<file path="src/hw/abe_pkg.sv">
// Constants and carriers for the front end block enable bits
// Assumes a single clock and a synchronous active-low reset
//
// Behaviour
// - Bit 14 runs the waveform generator
// - Bit 13 starts one conversion when bit 12 is set, result stored
// - Bit 12 powers sensor; reads need bit 13
// - Bit 11 enables transimpedance amplifier
// - Bit 10 enables instrumentation amplifier
// - Bit 9 enables excitation buffer
// - Bit 8 zero keeps converter idle
// - Bit 7 powers converter; run needs bit 8
// - Bit 6 enables only DAC analog path
// - Bit 5 high powers down the reference
package abe_pkg;
   // ------------------------------------------------------------
   // Field positions
   // ------------------------------------------------------------
   localparam int ABE_WIDTH = 15;
   localparam int ABE_BIT_WAVEGEN = 14;
   localparam int ABE_BIT_TCONV = 13;
   localparam int ABE_BIT_TSENS = 12;
   localparam int ABE_BIT_TIA = 11;
   localparam int ABE_BIT_INAMP = 10;
   localparam int ABE_BIT_EXBUF = 9;
   localparam int ABE_BIT_CRUN = 8;
   localparam int ABE_BIT_CPWR = 7;
   localparam int ABE_BIT_DAC = 6;
   localparam int ABE_BIT_REFPD = 5;
   localparam logic [14:0] ABE_WRITE_MASK = 15'h7FE0;
   localparam logic [14:0] ABE_RESET_VALUE = 15'h0000;
   localparam int ABE_TEMP_WIDTH = 16;
   localparam logic [15:0] ABE_TEMP_RESET = 16'h0000;

   // ------------------------------------------------------------
   // Types
   // ------------------------------------------------------------
   typedef enum logic [1:0] {
      ABE_T_IDLE = 2'b00,
      ABE_T_BUSY = 2'b01
   } abe_tstate_t;

   typedef struct packed {
      logic wavegen_enable;
      logic temp_sensor_power;
      logic temp_convert_req;
      logic hs_transimpedance_enable;
      logic excitation_inst_amp_enable;
      logic excitation_buffer_enable;
      logic converter_power;
      logic converter_run;
      logic hs_dac_path_enable;
      logic high_power_ref_powerdown;
   } abe_ctrl_t;

   typedef struct packed {
      logic [14:0] cfg;
      abe_tstate_t tstate;
      logic [15:0] temp_result_data;
      logic temp_done;
   } abe_state_t;
endpackage
</file>
<file path="src/hw/abe_block_enable.sv">
// Block enable half of the front end configuration register
// Assumes writes and temperature results come from same-clock logic
module abe_block_enable (
   // Clock and reset
   input wire logic mclk,
   input wire logic rst_n,
   // Register access
   input wire logic cfg_wr,
   input wire logic [14:0] cfg_wdata,
   output logic [14:0] cfg_rdata,
   // Temperature conversion handshake
   output logic temp_conv_start,
   input wire logic temp_conv_done,
   input wire logic [abe_pkg::ABE_TEMP_WIDTH-1:0] temp_conv_value,
   output logic [abe_pkg::ABE_TEMP_WIDTH-1:0] temp_result_data,
   output logic temp_result_valid,
   // Block controls
   output abe_pkg::abe_ctrl_t ctrl
);
   import abe_pkg::*;

   abe_state_t s_q;
   abe_state_t s_d;
   logic conv_fire;

   // ------------------------------------------------------------
   // Next state
   // ------------------------------------------------------------
   always_comb begin
      s_d = s_q;
      conv_fire = 1'b0;
      s_d.temp_done = 1'b0;
      if (cfg_wr) begin
         s_d.cfg = cfg_wdata & ABE_WRITE_MASK;
      end
      case (s_q.tstate)
         ABE_T_IDLE: begin
            if (s_q.cfg[ABE_BIT_TCONV] && s_q.cfg[ABE_BIT_TSENS]) begin
               conv_fire = 1'b1;
               s_d.tstate = ABE_T_BUSY;
            end
         end
         ABE_T_BUSY: begin
            if (temp_conv_done) begin
               s_d.temp_result_data = temp_conv_value;
               s_d.temp_done = 1'b1;
               s_d.tstate = ABE_T_IDLE;
               if (!(cfg_wr && cfg_wdata[ABE_BIT_TCONV])) begin
                  s_d.cfg[ABE_BIT_TCONV] = 1'b0;
               end
            end else if (!s_q.cfg[ABE_BIT_TSENS]) begin
               s_d.tstate = ABE_T_IDLE;
            end
         end
         default: begin
            s_d.tstate = ABE_T_IDLE;
         end
      endcase
   end

   // ------------------------------------------------------------
   // State register
   // ------------------------------------------------------------
   always_ff @(posedge mclk) begin
      if (!rst_n) begin
         s_q.cfg <= ABE_RESET_VALUE;
         s_q.tstate <= ABE_T_IDLE;
         s_q.temp_result_data <= ABE_TEMP_RESET;
         s_q.temp_done <= 1'b0;
      end else begin
         s_q <= s_d;
      end
   end

   // ------------------------------------------------------------
   // Outputs
   // ------------------------------------------------------------
   assign cfg_rdata = s_q.cfg;
   assign temp_conv_start = conv_fire;
   assign temp_result_data = s_q.temp_result_data;
   assign temp_result_valid = s_q.temp_done;
   assign ctrl.wavegen_enable = s_q.cfg[ABE_BIT_WAVEGEN];
   assign ctrl.temp_sensor_power = s_q.cfg[ABE_BIT_TSENS];
   assign ctrl.temp_convert_req = s_q.cfg[ABE_BIT_TCONV];
   assign ctrl.hs_transimpedance_enable = s_q.cfg[ABE_BIT_TIA];
   assign ctrl.excitation_inst_amp_enable = s_q.cfg[ABE_BIT_INAMP];
   assign ctrl.excitation_buffer_enable = s_q.cfg[ABE_BIT_EXBUF];
   assign ctrl.converter_power = s_q.cfg[ABE_BIT_CPWR];
   assign ctrl.converter_run = s_q.cfg[ABE_BIT_CPWR] & s_q.cfg[ABE_BIT_CRUN];
   assign ctrl.hs_dac_path_enable = s_q.cfg[ABE_BIT_DAC];
   assign ctrl.high_power_ref_powerdown = s_q.cfg[ABE_BIT_REFPD];

   // ------------------------------------------------------------
   // Checks
   // ------------------------------------------------------------
   AST_WAVEGEN: assert property (@(posedge mclk) disable iff (!rst_n)
      cfg_wr |=> ctrl.wavegen_enable == $past(cfg_wdata[14]))
      else $error("wavegen enable does not follow write");
   AST_TEMP_STORE: assert property (@(posedge mclk) disable iff (!rst_n)
      (s_q.tstate == ABE_T_BUSY && temp_conv_done) |=>
      (temp_result_data == $past(temp_conv_value) && temp_result_valid))
      else $error("temperature result not stored");
   AST_TEMP_GATE: assert property (@(posedge mclk) disable iff (!rst_n)
      temp_conv_start |-> (cfg_rdata[13] && cfg_rdata[12]))
      else $error("conversion started without sensor and start bit");
   AST_TIA: assert property (@(posedge mclk) disable iff (!rst_n)
      ctrl.hs_transimpedance_enable == cfg_rdata[11])
      else $error("transimpedance enable mismatch");
   AST_INAMP: assert property (@(posedge mclk) disable iff (!rst_n)
      cfg_wr |=> ctrl.excitation_inst_amp_enable == $past(cfg_wdata[10]))
      else $error("inst amp enable does not follow write");
   AST_EXBUF: assert property (@(posedge mclk) disable iff (!rst_n)
      cfg_wr |=> ctrl.excitation_buffer_enable == $past(cfg_wdata[9]))
      else $error("excitation buffer does not follow write");
   AST_RUN: assert property (@(posedge mclk) disable iff (!rst_n)
      ctrl.converter_run |-> (cfg_rdata[8] && ctrl.converter_power))
      else $error("converter runs without run and power bits");
   AST_PWR: assert property (@(posedge mclk) disable iff (!rst_n)
      cfg_wr |=> ctrl.converter_power == $past(cfg_wdata[7]))
      else $error("converter power does not follow write");
   AST_DAC: assert property (@(posedge mclk) disable iff (!rst_n)
      cfg_wr |=> (ctrl.hs_dac_path_enable == $past(cfg_wdata[6])
      && ctrl.wavegen_enable == $past(cfg_wdata[14])))
      else $error("dac path enable mismatch");
   AST_REFPD: assert property (@(posedge mclk) disable iff (!rst_n)
      cfg_wr |=> ctrl.high_power_ref_powerdown == $past(cfg_wdata[5]))
      else $error("reference powerdown does not follow write");
   AST_RSVD: assert property (@(posedge mclk) disable iff (!rst_n)
      cfg_rdata[4:0] == 5'h00)
      else $error("reserved bits not zero");

   // ------------------------------------------------------------
   // Register checks
   // ------------------------------------------------------------
   AST_RESET_STATE: assert property (@(posedge mclk)
      !rst_n |=>
      (cfg_rdata == ABE_RESET_VALUE && temp_result_data == ABE_TEMP_RESET && ctrl == '0))
      else $error("state not cleared by reset");
   AST_CFG_WRITE: assert property (@(posedge mclk) disable iff (!rst_n)
      cfg_wr |=>
      cfg_rdata == ($past(cfg_wdata) & ABE_WRITE_MASK))
      else $error("readback does not follow masked write");
   AST_CFG_HOLD: assert property (@(posedge mclk) disable iff (!rst_n)
      (!cfg_wr && !(s_q.tstate == ABE_T_BUSY && temp_conv_done)) |=>
      $stable(cfg_rdata))
      else $error("register changed without write or completion");
   AST_WAVEGEN_LVL: assert property (@(posedge mclk) disable iff (!rst_n)
      1'b1 |->
      ctrl.wavegen_enable == cfg_rdata[ABE_BIT_WAVEGEN])
      else $error("wavegen enable level mismatch");
   AST_TSENS_LVL: assert property (@(posedge mclk) disable iff (!rst_n)
      1'b1 |->
      ctrl.temp_sensor_power == cfg_rdata[ABE_BIT_TSENS])
      else $error("sensor power level mismatch");
   AST_TSENS_WRITE: assert property (@(posedge mclk) disable iff (!rst_n)
      cfg_wr |=>
      ctrl.temp_sensor_power == $past(cfg_wdata[ABE_BIT_TSENS]))
      else $error("sensor power does not follow write");
   AST_TIA_WRITE: assert property (@(posedge mclk) disable iff (!rst_n)
      cfg_wr |=>
      ctrl.hs_transimpedance_enable == $past(cfg_wdata[ABE_BIT_TIA]))
      else $error("transimpedance enable does not follow write");
   AST_INAMP_LVL: assert property (@(posedge mclk) disable iff (!rst_n)
      1'b1 |->
      ctrl.excitation_inst_amp_enable == cfg_rdata[ABE_BIT_INAMP])
      else $error("inst amp enable level mismatch");
   AST_EXBUF_LVL: assert property (@(posedge mclk) disable iff (!rst_n)
      1'b1 |->
      ctrl.excitation_buffer_enable == cfg_rdata[ABE_BIT_EXBUF])
      else $error("excitation buffer level mismatch");
   AST_RUN_WRITE: assert property (@(posedge mclk) disable iff (!rst_n)
      cfg_wr |=>
      ctrl.converter_run == ($past(cfg_wdata[ABE_BIT_CRUN]) && $past(cfg_wdata[ABE_BIT_CPWR])))
      else $error("converter run does not follow write");
   AST_PWR_ONLY: assert property (@(posedge mclk) disable iff (!rst_n)
      (cfg_rdata[ABE_BIT_CPWR] && !cfg_rdata[ABE_BIT_CRUN]) |->
      (ctrl.converter_power && !ctrl.converter_run))
      else $error("powered converter runs without run bit");
   AST_PWR_LVL: assert property (@(posedge mclk) disable iff (!rst_n)
      1'b1 |->
      ctrl.converter_power == cfg_rdata[ABE_BIT_CPWR])
      else $error("converter power level mismatch");
   AST_DAC_LVL: assert property (@(posedge mclk) disable iff (!rst_n)
      1'b1 |->
      ctrl.hs_dac_path_enable == cfg_rdata[ABE_BIT_DAC])
      else $error("dac path level mismatch");
   AST_DAC_ALONE: assert property (@(posedge mclk) disable iff (!rst_n)
      (cfg_rdata[ABE_BIT_DAC] && !cfg_rdata[ABE_BIT_WAVEGEN]) |->
      (ctrl.hs_dac_path_enable && !ctrl.wavegen_enable))
      else $error("dac path enable drives wavegen");
   AST_REFPD_LVL: assert property (@(posedge mclk) disable iff (!rst_n)
      1'b1 |->
      ctrl.high_power_ref_powerdown == cfg_rdata[ABE_BIT_REFPD])
      else $error("reference powerdown level mismatch");

   // ------------------------------------------------------------
   // Conversion checks
   // ------------------------------------------------------------
   AST_TCONV_CLEAR: assert property (@(posedge mclk) disable iff (!rst_n)
      (s_q.tstate == ABE_T_BUSY && temp_conv_done && !cfg_wr) |=>
      !cfg_rdata[ABE_BIT_TCONV])
      else $error("start bit not cleared on completion");
   AST_TCONV_WIN: assert property (@(posedge mclk) disable iff (!rst_n)
      (s_q.tstate == ABE_T_BUSY && temp_conv_done && cfg_wr && cfg_wdata[ABE_BIT_TCONV]) |=>
      cfg_rdata[ABE_BIT_TCONV])
      else $error("write of start bit lost at completion");
   AST_DONE_IDLE: assert property (@(posedge mclk) disable iff (!rst_n)
      (s_q.tstate == ABE_T_IDLE && temp_conv_done) |=>
      (!temp_result_valid && $stable(temp_result_data)))
      else $error("completion taken while idle");
   AST_RESULT_HOLD: assert property (@(posedge mclk) disable iff (!rst_n)
      !(s_q.tstate == ABE_T_BUSY && temp_conv_done) |=>
      $stable(temp_result_data))
      else $error("result changed without completion");
   AST_VALID_PULSE: assert property (@(posedge mclk) disable iff (!rst_n)
      temp_result_valid |=>
      !temp_result_valid)
      else $error("result valid longer than one cycle");
   AST_START_PULSE: assert property (@(posedge mclk) disable iff (!rst_n)
      temp_conv_start |=>
      (!temp_conv_start && s_q.tstate == ABE_T_BUSY))
      else $error("start not a single pulse into busy");
   AST_START_WHEN: assert property (@(posedge mclk) disable iff (!rst_n)
      (s_q.tstate == ABE_T_IDLE && cfg_rdata[ABE_BIT_TCONV] && cfg_rdata[ABE_BIT_TSENS]) |->
      temp_conv_start)
      else $error("requested conversion not started");
   AST_BUSY_HOLD: assert property (@(posedge mclk) disable iff (!rst_n)
      (s_q.tstate == ABE_T_BUSY && !temp_conv_done && cfg_rdata[ABE_BIT_TSENS]) |=>
      s_q.tstate == ABE_T_BUSY)
      else $error("conversion left busy without completion");
   AST_ABORT: assert property (@(posedge mclk) disable iff (!rst_n)
      (s_q.tstate == ABE_T_BUSY && !temp_conv_done && !cfg_rdata[ABE_BIT_TSENS]) |=>
      (s_q.tstate == ABE_T_IDLE && !temp_result_valid))
      else $error("conversion not dropped on sensor power down");
   AST_START_OFF: assert property (@(posedge mclk) disable iff (!rst_n)
      (!cfg_rdata[ABE_BIT_TSENS] || !cfg_rdata[ABE_BIT_TCONV]) |->
      !temp_conv_start)
      else $error("start without sensor power and start bit");
endmodule

</file>
<file path="config.mk">
export PLATFORM = sky130hd
export DESIGN_NAME = abe_block_enable
export DESIGN_NICKNAME = d
export VERILOG_FILES = /design/src/hw/abe_pkg.sv /design/src/hw/abe_block_enable.sv
export SDC_FILE = /design/constraint.sdc
export NUM_CORES = 1
export LEC_CHECK = 0
export BUFFER_PORTS_ARGS = -buffer_cell sky130_fd_sc_hd__buf_2
export CAP_MARGIN = 30
export CORE_MARGIN = 5
export CORE_UTILIZATION = 45
export CTS_CLUSTER_SIZE = 25
export DETAILED_ROUTE_END_ITERATION = 8
export PLACE_DENSITY_LB_ADDON = 0.3
export SYNTH_ARGS = -nofsm -noshare
export SYNTH_HDL_FRONTEND = slang
export SYNTH_SLANG_ARGS = --single-unit
</file>
<file path="constraint.sdc">
create_clock -name mclk -period 1.95 [get_ports mclk]
set_input_delay 0.195 -clock mclk [delete_from_list [all_inputs] [get_ports mclk]]
set_output_delay 0.195 -clock mclk [all_outputs]
set_load 0.02 [all_outputs]
</file>
==> metrics.yaml <==
drive_gt1_frac: 0.3956
clkTransAtPathRegs_ns: 0.14
cts-root-buf: "clkbuf_4"
post_drt_wl_per_cell_um: 11.98
grtUsageTotal: 0.1217
syn_avg_cell_area_um2: 8.873
cts_resized: 0
dr.first_iter.drc_count: 41
via_count: 958
ys_ff_latch: 28
p_leak_nw: 0.7342
fin_worst_skew_ns: 0.003341
cts.sinks: 28
core_area_mm2: 0.002978
crit_chain: "nand2_1 > nor2_1 > buf_2"
crit_fanout: 5
crit_start: "cfg_rdata[12]"
worstMarginPinSlew_ns: 0.5249
hp-class: "input pin to register"
cp-endpoint: "temp_conv_start"
fp-row-count: 20
io_pins: 78
grt_antenna_before_repair: 0
power_density_mw_per_mm2: 751.5
grt_pass1_vias: 914
cpMaxStageDelayCell: "dfxtp_1"
overflow: 0
area_growth_pct: 7.927
cap_viol_max_count: 0
grt_pass1_wl_um: 3960
first_pass_iters: 4
post-cts-setup-buffers: 0
fin_setup_tns_ns: 0
synth.top_cell.area_share: 0.4129
fmaxAchievable_mhz: 799.2
crit_family: "flip-flops"
critPathArrivalTime_ns: 1.06
dieHeight_um: 64.93
cpPeakStageDelay_ns: 0.42
grt_setup_unrepaired: "no"
synth_area_mm2: 0.001358
nFillCells: 309
status: "finished clean"
gp_congestion: 0.6324
cts_hold_buf: 0
end_kind: "output port"
r2r_slack_ns: 0.81
peakVddDrop_mv: 0.3262
grt_max_degree: 29
wirelength_um: 2576
required_ns: 1.75
placed_area_mm2: 0.001413
worstSetupStartpointType: "register"
finalInstanceArea_mm2: 0.001465
synth_cells: 153
worstSetupPathType: "register to output port"
start_util: 0.4559
yosysTopAreaCell: "dfxtp_1"
fin_util: 0.4920
multi_input_area_um2: 471.7
io_buffer_count: 67
regArea_um2: 560.5
drt-vias-per-instance: 4.456
hpwlAfterDp_um: 2013
ys_warn_count: 0
n_antenna_cell: 0
htree_levels: 1
ys_seq_area_frac: 0.4129
reg2reg_from: "s_q[17]"
layout_common_cells: "67 x buf_2, 35 x nand2_1, 28 x dfxtp_1, 16 x a21boi_0, 10 x mux2i_1"
cp_num_cells: 3
max-slew-margin-rel: 0.6492
worstReg2RegEnd: "temp_result_data[1]"
ant_nets: 0
drc: 0
layout_commonest_cell: "buf_2"
synth.distinct_cells: 17
rr_worst_depth: 3
setup_viol: 0
fin_nets: 218
cts_buffers: 3
cts_tree: "done"
clock_path_buffers: 2
ys_top_cells_by_area: "dfxtp_1 41%, buf_4 23%, nand2_1 9.7%"
clk_latency_ns: 0.32
hold_viol_final: 0
fin_crit_sh: 0.6417
dieArea_mm2: 0.004215
period_minus_slack_ns: 1.251
dieWidth_um: 64.93
drv_slew: 0
path_buf_inv: 1
[worst reg2reg max path, delay by kind of cell, from the launching register on]
kind / cells / cell delay [ns]
DFF: 1 / 0.43
AOI/OAI and AO/OA: 1 / 0.09
and+or+nand+nor: 2 / 0.53
[synthesized netlist by cell type (all sizes together)]
master  instances
clkbuf          2
a21boi         17
or3             1
nor2b           9
conb            1
mux2i          10
inv             1
buf            44
and3            2
dfxtp          28
and2            2
nand2          35
nor2            1
[sequential cells by signal, summed over array words and instances (netlist names)]
signal and flops:
temp_result_valid 1, s_q 1, cfg_rdata 10, temp_result_data 16
[metrics by stage]
| step | hold slack (ns) | worst slack, ns | instances | power, mW |
|---|---|---|---|---|
| after floorplan | 0.3399 | 0.9075 | 157 | 0.7255 |
| after global placement | 0.4478 | 0.8634 | 211 | 0.7409 |
| after detailed placement | 0.4535 | 0.7914 | 211 | 0.7445 |
| after CTS | 0.08832 | 0.6798 | 215 | 1.117 |
| after global routing | 0.08687 | 0.5819 | 215 | 1.150 |
| final | 0.1046 | 0.6987 | 215 | 1.101 |
[report_power, final]
part | internal (mW) | switching, mW
Sequential | 0.586 | 0.0100
Clock | 0.208 | 0.163
Combinational | 0.0571 | 0.0774
Total | 0.851 | 0.250
[per-layer routing]
metal / track usage / up-vias / part of all wire / wire, um
li1: - / 496 / - / -
met1: 0.1169 / 421 / 0.37 / 959
met2: 0.2312 / 39 / 0.52 / 1333
met3: 0.03986 / 2 / 0.10 / 263
met4: 0.05541 / 0 / 0.0074 / 19
met5: 0 / - / 0 / 0
[final cells by class]
| type | instances | area share |
|---|---|---|
| tap | 33 | 0.02818 |
| multi-input combinational | 82 | 0.3219 |
| sequential | 28 | 0.3826 |
| timing repair buffer | 67 | 0.2289 |
| clock buffer | 3 | 0.01537 |
| clock inverter | 1 | 0.02050 |
| inverter | 1 | 0.002562 |
[worst min-delay path by stage]
stage,depth (start not counted),startpoint,to
2_1_floorplan,2,temp_conv_value[1],temp_result_data[1]
3_3_place_gp,3,temp_conv_value[0],temp_result_data[0]
3_5_place_dp,3,temp_conv_value[0],temp_result_data[0]
4_1_cts,3,cfg_wdata[13],cfg_rdata[13]
5_1_grt,3,cfg_wdata[13],cfg_rdata[13]
6_report,3,cfg_wdata[13],cfg_rdata[13]
[kinds of logic (layout without fill, tap and decap cells)]
family,count (synthesis),after routing,share of synthesized area
DFF,28,28,0.4129
buffers and inverters,47,72,0.2507
and+or+nand+nor,50,50,0.1659
AOI/OAI and AO/OA,17,17,0.09401
other,1,5,0.002762
muxes,10,10,0.07374
No activity file was read; power rests on OpenSTA's default activity.
